[src/ccv_defines.vh]
// Constants for the clock calendar value and trim block: register offsets,
// field positions, reset values and timing counts.
// Assumes it is included by bare name from the design file.
`ifndef CCV_DEFINES_VH
`define CCV_DEFINES_VH

// Byte offsets on the register bus.
`define CCV_OFS_CONFIG 12'h000
`define CCV_OFS_WINDOW 12'h004
`define CCV_OFS_ALM_MTHDY 12'h008
`define CCV_OFS_ALM_WDHR 12'h00c
`define CCV_OFS_ALM_MINUTES_SECONDS_VALUE 12'h010

// Configuration register fields.
`define CCV_CFG_TRIM_HI 7
`define CCV_CFG_PTR_LO 8
`define CCV_CFG_HALF_SEC 11
`define CCV_CFG_WREN 13
`define CCV_CFG_TIMER_EN 15

// Window pointer codes.
`define CCV_PTR_MINUTES_SECONDS_VALUE 2'h0
`define CCV_PTR_WDHR 2'h1

// Reset values.
`define CCV_RST_TRIM 8'h00
`define CCV_RST_PTR 2'h0
`define CCV_RST_DIGIT 4'h0

// Timing: one second of time-keeping and the clock period.
`define CCV_SECOND_NS 1000000000
`define CCV_CLK_PERIOD_NS 10
`define CCV_SECOND_CYCLES (`CCV_SECOND_NS / `CCV_CLK_PERIOD_NS)

`endif

[src/ccv_top.v]
// Clock calendar value registers with per-minute drift trim, as an APB slave.
// Assumes a single clock CLK_I at 100 MHz, one timer pulse per clock cycle,
// and an APB master that holds each request until PREADY is seen high.
//
// Behaviour
// - Weekday/hours time value holds weekday in bits 10-8, hour tens in 5-4 and hour units in 3-0, other bits zero.
// - Minutes/seconds time value holds minute tens 14-12, minute units 11-8, second tens 6-4, second units 3-0, bits 15 and 7 zero.
// - Alarm month/day holds month tens bit 12, month units 11-8, day tens 5-4 and day units 3-0, other bits zero.
// - Alarm weekday/hours uses the same layout as the weekday/hours time value.
// - Alarm minutes/seconds uses the same layout as the minutes/seconds time value.
// - Writes to weekday/hours time, alarm month/day and alarm weekday/hours are ignored unless write enable is one.
// - Once per minute the signed 8-bit trim times four is applied to the timer count.
// - A negative trim removes pulses each minute and a positive trim adds them.
// - Time value registers accept writes only while write enable is one.
// - The window pointer picks the time register pair and decrements on each upper-half access, stopping at zero.
// - Trim spans adding 508 pulses per minute to removing 512, with zero meaning no change.
// - The read-only half-second status clears on any write of the seconds half of minutes/seconds.
`include "ccv_defines.vh"
`timescale 1ns/100ps

module ccv_top #(
  parameter SEC_CYCLES = `CCV_SECOND_CYCLES
) (
  input wire CLK_I,
  input wire RST_I,
  input wire PSEL_I,
  input wire PENABLE_I,
  input wire PWRITE_I,
  input wire [11:0] PADDR_I,
  input wire [31:0] PWDATA_I,
  input wire [3:0] PSTRB_I,
  output reg [31:0] PRDATA_O,
  output reg PREADY_O,
  output reg PSLVERR_O,
  output reg SECOND_PULSE_O
);

  // ****************************************************************
  // Control state
  // ****************************************************************
  reg [7:0] trim;
  reg timer_en;
  reg wren;
  reg [1:0] ptr;
  reg half_sec;
  reg signed [32:0] presc;
  reg [3:0] sec_u;
  reg [2:0] sec_t;
  reg [3:0] min_u;
  reg [2:0] min_t;
  reg [3:0] hr_u;
  reg [1:0] hr_t;
  reg [2:0] weekday_digit;
  reg [15:0] alm_mthdy;
  reg [15:0] alm_wdhr;
  reg [15:0] alm_minutes_seconds_value;

  localparam [32:0] SEC_LAST = SEC_CYCLES - 1;
  localparam [32:0] SEC_HALF = SEC_CYCLES / 2;
  wire signed [32:0] sec_last = SEC_LAST;
  wire signed [32:0] sec_half = SEC_HALF;

  // ****************************************************************
  // Bus decode
  // ****************************************************************
  wire setup_done = PSEL_I & PENABLE_I & ~PREADY_O;
  wire access_end = PSEL_I & PENABLE_I & PREADY_O;
  wire wr = access_end & PWRITE_I;
  wire rd = access_end & ~PWRITE_I;
  wire hit_cfg = (PADDR_I == `CCV_OFS_CONFIG);
  wire hit_win = (PADDR_I == `CCV_OFS_WINDOW);
  wire hit_amd = (PADDR_I == `CCV_OFS_ALM_MTHDY);
  wire hit_awh = (PADDR_I == `CCV_OFS_ALM_WDHR);
  wire hit_ams = (PADDR_I == `CCV_OFS_ALM_MINUTES_SECONDS_VALUE);
  wire mapped = hit_cfg | hit_win | hit_amd | hit_awh | hit_ams;

  wire win_wr = wr & hit_win & wren;
  wire win_ms = (ptr == `CCV_PTR_MINUTES_SECONDS_VALUE);
  wire win_wh = (ptr == `CCV_PTR_WDHR);
  wire wr_sec = win_wr & win_ms & PSTRB_I[0];
  wire wr_min = win_wr & win_ms & PSTRB_I[1];
  wire wr_hr = win_wr & win_wh & PSTRB_I[0];
  wire wr_weekday_digit = win_wr & win_wh & PSTRB_I[1];
  // The seconds half clears the status even while locked, as it is a write attempt.
  wire clr_half = wr & hit_win & win_ms & PSTRB_I[0];
  wire upper_touch = (rd & hit_win) | (wr & hit_win & PSTRB_I[1]);

  // ****************************************************************
  // Time base and trim
  // ****************************************************************
  wire tick = timer_en & (presc >= sec_last);
  wire half_point = timer_en & (presc == sec_half);
  wire sec_wrap = (sec_u == 4'h9) & (sec_t == 3'h5);
  wire min_wrap = (min_u == 4'h9) & (min_t == 3'h5);
  wire hr_wrap = (hr_t == 2'h2) & (hr_u == 4'h3);
  // Loading the count ahead shortens the minute's first second and so adds pulses;
  // loading it below zero stretches that second and removes them.
  wire signed [32:0] trim_load = {{23{trim[7]}}, trim, 2'b00};

  always @(posedge CLK_I) begin
    if (RST_I) begin
      presc <= 33'sh0;
    end else if (tick) begin
      presc <= sec_wrap ? trim_load : 33'sh0;
    end else if (timer_en) begin
      presc <= presc + 33'sh1;
    end
  end

  always @(posedge CLK_I) begin
    if (RST_I) begin
      SECOND_PULSE_O <= 1'b0;
    end else begin
      SECOND_PULSE_O <= tick;
    end
  end

  // Hardware setting at the half point wins over a software clear.
  always @(posedge CLK_I) begin
    if (RST_I) begin
      half_sec <= 1'b0;
    end else if (half_point) begin
      half_sec <= 1'b1;
    end else if (tick | clr_half) begin
      half_sec <= 1'b0;
    end
  end

  // ****************************************************************
  // Time value counters
  // ****************************************************************
  // A software write in the same cycle as a tick wins, so a set time is exact.
  always @(posedge CLK_I) begin
    if (RST_I) begin
      sec_u <= `CCV_RST_DIGIT;
      sec_t <= 3'h0;
    end else if (wr_sec) begin
      sec_u <= PWDATA_I[3:0];
      sec_t <= PWDATA_I[6:4];
    end else if (tick) begin
      if (sec_u == 4'h9) begin
        sec_u <= 4'h0;
        sec_t <= (sec_t == 3'h5) ? 3'h0 : sec_t + 3'h1;
      end else begin
        sec_u <= sec_u + 4'h1;
      end
    end
  end

  always @(posedge CLK_I) begin
    if (RST_I) begin
      min_u <= `CCV_RST_DIGIT;
      min_t <= 3'h0;
    end else if (wr_min) begin
      min_u <= PWDATA_I[11:8];
      min_t <= PWDATA_I[14:12];
    end else if (tick & sec_wrap) begin
      if (min_u == 4'h9) begin
        min_u <= 4'h0;
        min_t <= (min_t == 3'h5) ? 3'h0 : min_t + 3'h1;
      end else begin
        min_u <= min_u + 4'h1;
      end
    end
  end

  always @(posedge CLK_I) begin
    if (RST_I) begin
      hr_u <= `CCV_RST_DIGIT;
      hr_t <= 2'h0;
    end else if (wr_hr) begin
      hr_u <= PWDATA_I[3:0];
      hr_t <= PWDATA_I[5:4];
    end else if (tick & sec_wrap & min_wrap) begin
      if (hr_wrap) begin
        hr_u <= 4'h0;
        hr_t <= 2'h0;
      end else if (hr_u == 4'h9) begin
        hr_u <= 4'h0;
        hr_t <= hr_t + 2'h1;
      end else begin
        hr_u <= hr_u + 4'h1;
      end
    end
  end

  always @(posedge CLK_I) begin
    if (RST_I) begin
      weekday_digit <= 3'h0;
    end else if (wr_weekday_digit) begin
      weekday_digit <= PWDATA_I[10:8];
    end else if (tick & sec_wrap & min_wrap & hr_wrap) begin
      weekday_digit <= (weekday_digit == 3'h6) ? 3'h0 : weekday_digit + 3'h1;
    end
  end

  // ****************************************************************
  // Configuration and alarm value registers
  // ****************************************************************
  always @(posedge CLK_I) begin
    if (RST_I) begin
      trim <= `CCV_RST_TRIM;
      timer_en <= 1'b0;
      wren <= 1'b0;
      ptr <= `CCV_RST_PTR;
    end else begin
      if (wr & hit_cfg & PSTRB_I[0]) begin
        trim <= PWDATA_I[`CCV_CFG_TRIM_HI:0];
      end
      if (wr & hit_cfg & PSTRB_I[1]) begin
        wren <= PWDATA_I[`CCV_CFG_WREN];
        // The timer enable only moves while writes are unlocked.
        if (wren) begin
          timer_en <= PWDATA_I[`CCV_CFG_TIMER_EN];
        end
        ptr <= PWDATA_I[`CCV_CFG_PTR_LO+1:`CCV_CFG_PTR_LO];
      end else if (upper_touch && ptr != 2'h0) begin
        ptr <= ptr - 2'h1;
      end
    end
  end

  // Byte strobes pick which half of an alarm value a write replaces.
  wire [15:0] amd_new = {PSTRB_I[1] ? PWDATA_I[15:8] : alm_mthdy[15:8],
    PSTRB_I[0] ? PWDATA_I[7:0] : alm_mthdy[7:0]};
  wire [15:0] awh_new = {PSTRB_I[1] ? PWDATA_I[15:8] : alm_wdhr[15:8],
    PSTRB_I[0] ? PWDATA_I[7:0] : alm_wdhr[7:0]};
  wire [15:0] ams_new = {PSTRB_I[1] ? PWDATA_I[15:8] : alm_minutes_seconds_value[15:8],
    PSTRB_I[0] ? PWDATA_I[7:0] : alm_minutes_seconds_value[7:0]};

  always @(posedge CLK_I) begin
    if (RST_I) begin
      alm_mthdy <= 16'h0000;
      alm_wdhr <= 16'h0000;
      alm_minutes_seconds_value <= 16'h0000;
    end else begin
      if (wr & hit_amd & wren) begin
        alm_mthdy <= amd_new & 16'h1f3f;
      end
      if (wr & hit_awh & wren) begin
        alm_wdhr <= awh_new & 16'h073f;
      end
      if (wr & hit_ams) begin
        alm_minutes_seconds_value <= ams_new & 16'h7f7f;
      end
    end
  end

  // ****************************************************************
  // Read path
  // ****************************************************************
  reg [15:0] next_rdata;
  always @* begin
    next_rdata = 16'h0000;
    if (hit_cfg) begin
      next_rdata = {timer_en, 1'b0, wren, 1'b0, half_sec, 1'b0, ptr, trim};
    end else if (hit_win) begin
      if (win_ms) begin
        next_rdata = {1'b0, min_t, min_u, 1'b0, sec_t, sec_u};
      end else if (win_wh) begin
        next_rdata = {5'h00, weekday_digit, 2'h0, hr_t, hr_u};
      end
    end else if (hit_amd) begin
      next_rdata = alm_mthdy;
    end else if (hit_awh) begin
      next_rdata = alm_wdhr;
    end else if (hit_ams) begin
      next_rdata = alm_minutes_seconds_value;
    end
  end

  // One wait state: data is latched on the first access cycle, the transfer
  // completes on the second.
  always @(posedge CLK_I) begin
    if (RST_I) begin
      PREADY_O <= 1'b0;
      PRDATA_O <= 32'h00000000;
      PSLVERR_O <= 1'b0;
    end else if (setup_done) begin
      PREADY_O <= 1'b1;
      PRDATA_O <= PWRITE_I ? 32'h00000000 : {16'h0000, next_rdata};
      PSLVERR_O <= ~mapped;
    end else begin
      PREADY_O <= 1'b0;
      PSLVERR_O <= 1'b0;
    end
  end

endmodule

[config.mk]
export PLATFORM = sky130hd
export DESIGN_NAME = ccv_top
export DESIGN_NICKNAME = d
export VERILOG_FILES = /design/src/ccv_top.v
export VERILOG_INCLUDE_DIRS = /design/src /design/src/src
export SDC_FILE = /design/constraint.sdc
export NUM_CORES = 1
export LEC_CHECK = 0
export BUFFER_PORTS_ARGS = -buffer_cell sky130_fd_sc_hd__buf_2
export CAP_MARGIN = 20
export CORE_MARGIN = 1.5
export CORE_UTILIZATION = 31
export CTS_BUF_LIST = sky130_fd_sc_hd__clkbuf_16
export DETAILED_ROUTE_END_ITERATION = 10
export PLACE_DENSITY_LB_ADDON = 0.1
export SLEW_MARGIN = 30
export SYNTH_ARGS = -nofsm -noshare
export SYNTH_HDL_FRONTEND = slang
export SYNTH_SLANG_ARGS = --single-unit
[constraint.sdc]
create_clock -name CLK_I -period 4.7 [get_ports CLK_I]
set_input_delay 0.235 -clock CLK_I [delete_from_list [all_inputs] [get_ports CLK_I]]
set_output_delay 0.235 -clock CLK_I [all_outputs]
set_load 0.03 [all_outputs]
==> insert_results.sql <==
INSERT INTO impl_metrics (metric_group, metric, value, unit) VALUES
('run_status', 'run_status', 'completed', ''),
('clocking', 'ctsHtreeMaxLevel', '4', ''),
('layout', 'fill_cell_total_of_the_finished_layout', '2281', ''),
('sta', 'timing.slew.headroom', '41.07', '%'),
('synth', 'synthDistinctLibCells', '80', ''),
('sta', 'final_max_slew_viol_count', '0', ''),
('sta', 'hold_viol', '0', ''),
('global_route', 'vias_in_the_first_global_route', '5860', ''),
('power', 'power.density', '324.3', 'nW/um2'),
('drt', 'drt-initial-drc-count', '433', ''),
('synth', 'netlist.area_leader.share', '36.26', '%'),
('layout', 'numnets_final', '919', ''),
('critical_path', 'cpLargestDelayFamily', 'compound AO/OA/AOI/OAI gates', ''),
('sta', 'setup_tns', '0', 'ps'),
('layout', 'most_frequent_standard_cell_in_the_layout_excluding_fill_and_tap_cells', 'sky130_fd_sc_hd__dfxtp_1', ''),
('global_route', 'track_usage', '19.08', '%'),
('clocking', 'clock-sinks', '122', ''),
('layout', 'post-route-util', '36.16', '%'),
('sta', 'unrepaired_setup_endpoints_after_global_routing', 'no', ''),
('clocking', 'ctsRootBufferMaster', 'sky130_fd_sc_hd__clkbuf_16', ''),
('global_route', 'gr-total-overflow', '0', ''),
('critical_path', 'crit_path_cell_trace', 'ha_1, and3_1, nand2_4, a2111oi_4, o21a_4, and2_1, xnor2_1, a211oi_2', ''),
('critical_path', 'critPathLaunchType', 'register', ''),
('layout', 'area_delta_synth_final', '13.56', '%'),
('place', 'dpl.hpwl', '14.43', 'mm'),
('clocking', 'numCtsBuffers', '17', ''),
('critical_path', 'critical_path.max_fanout', '25', ''),
('drt', 'drt-wirelength-per-cell', '18.01', 'um'),
('clocking', 'cts_hold_repair.buffers', '0', ''),
('layout', 'postLayoutCellArea', '7650', 'um2'),
('critical_path', 'critical_path.endpoint_type', 'register', ''),
('clocking', 'cts_setup_buffers', '0', ''),
('sta', 'max_clk_rate', '325.3', 'MHz'),
('layout', 'antenna_cells_inserted', '0', ''),
('synth', 'synth_area', '6736', 'um2'),
('floorplanning', 'io-pin-count', '88', ''),
('drt', 'post-route-drc-count', '0', ''),
('place', 'routabilityCongestion', '0.7381', ''),
('place', 'buffer_ports.inserted', '53', ''),
('power', 'power.ir.vdd_worst', '0.0002244', 'V'),
('sta', 'max_slew.worst_pin.slew', '877.2', 'ps'),
('floorplanning', 'core-area', '21150', 'um2'),
('clocking', 'worst_skew_pair.late_latency', '410', 'ps'),
('layout', 'drive_gt1_share', '14.91', '%'),
('synth', 'synthesis.yosys.warnings', '0', ''),
('synth', 'ys_seq_area_share', '36.26', '%'),
('critical_path', 'cp.required', '5020', 'ps'),
('clocking', 'clock_path_buffers', '2', ''),
('critical_path', 'criticalPathCategory', 'reg2reg', ''),
('critical_path', 'cp_slowest_cell', 'sky130_fd_sc_hd__a2111oi_4', ''),
('synth', 'synthesis.area_per_instance', '8.058', 'um2'),
('synth', 'ranking_of_synthesized_cells_by_area', 'sky130_fd_sc_hd__dfxtp_1 36%, sky130_fd_sc_hd__nand2_1 5.9%, sky130_fd_sc_hd__a21oi_1 5.7%, sky130_fd_sc_hd__nor2_1 5.0%, sky130_fd_sc_hd__mux2i_1 4.9%', ''),
('sta', 'clock_skew', '12.51', 'ps'),
('drt', 'detail_route.wirelength', '20.66', 'mm'),
('hold_path', 'worst_hold_class', 'in2reg', ''),
('floorplanning', 'dieArea', '22620', 'um2'),
('synth', 'synthCells', '836', ''),
('critical_path', 'crit_buf_inv', '0', ''),
('place', 'place_area', '7052', 'um2'),
('clocking', 'clk_pin_slew', '60', 'ps'),
('synth', 'postSynth.asyncResetShare', '0', '%'),
('drt', 'via_per_inst', '5.313', ''),
('drt', 'detailroute.via_count', '6094', ''),
('layout', 'mostFrequentLayoutCells', '122 x sky130_fd_sc_hd__dfxtp_1, 106 x sky130_fd_sc_hd__nand2_1, 90 x sky130_fd_sc_hd__nor2_1, 77 x sky130_fd_sc_hd__a21oi_1, 52 x sky130_fd_sc_hd__buf_2', ''),
('sta', 'final.min_clock_period', '3074', 'ps'),
('global_route', 'wire_length_of_the_first_global_routing_pass', '32.93', 'mm'),
('critical_path', 'delay_of_the_slowest_cell_on_the_worst_path', '590', 'ps'),
('synth', 'number_of_flip_flops_and_latches_in_the_synthesized_netlist', '122', ''),
('global_route', 'largest_net_degree_at_the_start_of_global_routing', '72', ''),
('synth', 'synth_ff_type', 'sky130_fd_sc_hd__dfxtp_1', ''),
('synth', 'synth_area_leader_cell', 'sky130_fd_sc_hd__dfxtp_1', '');
tightest hold or removal path, delay by kind of cell:
| kind | cells | cell delay (ps) |
|---|---|---|
| buffers and inverters | 1 | 70 |
| muxes | 1 | 50 |
| and+or+nand+nor | 1 | 70 |
state kept, by name, indices dropped and copies added, names as in the netlist:
register and flops:
sec_t 3, min_u 4, PREADY_O 1, ptr 2, PRDATA_O 16, alm_wdhr 9, alm_mthdy 11, sec_u 4
SECOND_PULSE_O 1, half_sec 1, min_t 3, wren 1, presc 33, trim 8, PSLVERR_O 1, weekday_digit 3
hr_u 4, hr_t 2, alm_minutes_seconds_value 14, timer_en 1
cell usage after synthesis (3+ instances only):
cell type / number
sky130_fd_sc_hd__a211oi_1: 12
sky130_fd_sc_hd__a221o_1: 5
sky130_fd_sc_hd__buf_4: 21
sky130_fd_sc_hd__o21ai_0: 35
sky130_fd_sc_hd__a21oi_1: 77
sky130_fd_sc_hd__and3_1: 10
sky130_fd_sc_hd__o22ai_1: 4
sky130_fd_sc_hd__a31oi_2: 6
sky130_fd_sc_hd__and4_4: 3
sky130_fd_sc_hd__a21oi_2: 4
sky130_fd_sc_hd__nor4_1: 5
sky130_fd_sc_hd__a31oi_1: 19
sky130_fd_sc_hd__mux2i_1: 33
sky130_fd_sc_hd__nor3_1: 21
sky130_fd_sc_hd__nand2_1: 106
sky130_fd_sc_hd__clkbuf_1: 34
sky130_fd_sc_hd__ha_1: 6
sky130_fd_sc_hd__and2_1: 8
sky130_fd_sc_hd__nand4_1: 17
sky130_fd_sc_hd__nor2_1: 90
sky130_fd_sc_hd__buf_2: 6
sky130_fd_sc_hd__a211oi_2: 5
sky130_fd_sc_hd__nand3b_1: 11
sky130_fd_sc_hd__o21ai_1: 4
sky130_fd_sc_hd__or3_1: 3
sky130_fd_sc_hd__a22oi_1: 8
sky130_fd_sc_hd__nor2b_1: 6
sky130_fd_sc_hd__a222oi_1: 6
sky130_fd_sc_hd__inv_1: 16
sky130_fd_sc_hd__xnor2_1: 7
sky130_fd_sc_hd__nand4b_1: 5
sky130_fd_sc_hd__dfxtp_1: 122
sky130_fd_sc_hd__buf_6: 5
sky130_fd_sc_hd__nand2b_1: 6
sky130_fd_sc_hd__o211ai_1: 3
sky130_fd_sc_hd__and4_1: 3
sky130_fd_sc_hd__o21bai_1: 5
sky130_fd_sc_hd__nand3_1: 41
sky130_fd_sc_hd__a21o_1: 5
sky130_fd_sc_hd__xor2_1: 3
routing by layer:
metal	vias up	global-route usage (%)	part of all wire, %
met5	-	0	0
met4	0	5.245	1.3
met3	17	3.333	3.9
met2	142	29.47	46
met1	2890	27.13	49
li1	3045	-	-
cell families (layout without fill, tap and decap cells):
group,after synthesis,count (layout),share of synthesized area [%]
xor gates and xnor gates,10,10,1.300
AOI/OAI and AO/OA,220,220,22.33
muxes,33,33,4.903
DFF,122,122,36.26
and+or+nand+nor,360,360,27.28
buffers and inverters,84,105,6.761
other,1,16,0.05567
adders and majority gates,6,6,1.114
where the power goes:
| part | total [uW] | switching (uW) | internal, uW |
|---|---|---|---|
| registers | 1040 | 0.961 | 1040 |
| clock network | 1350 | 515 | 833 |
| logic | 96.5 | 74.8 | 21.7 |
| total | 2480 | 591 | 1890 |
path summary, 6_finish.rpt:
check                from  slack (ps)  cells past startpoint      endpoint
max              presc[1]        1630                      8      min_u[0]
min           PWDATA_I[7]          60                      3       trim[7]
max reg2reg      presc[1]        1630                      8      min_u[0]
min reg2reg  PRDATA_O[10]         450                      1  PRDATA_O[10]
metrics by stage:
step	std cells	hold WS (ps)	worst slack (ps)	total power, uW
finish	1147	63.55	1626	2481
global route	1147	91.03	1455	2564
CTS	1147	47.06	1637	2508
detailed placement	1116	440.4	1665	1156
global placement	1116	434.8	1709	1157
floorplan	851	375.5	2411	1125
layout make-up:
type                            instances  area [um2]  share of cell area, %
Multi-Input combinational cell        645        3900                  50.98
Sequential cell                       122        2442                  31.93
Clock buffer                           17       425.4                  5.561
Tap cell                              275       344.1                  4.498
Timing Repair Buffer                   58       305.3                  3.991
Clock inverter                         14       172.7                  2.257
Inverter                               16       60.06                 0.7851
Note: power is estimated with default switching activity, not from simulation.
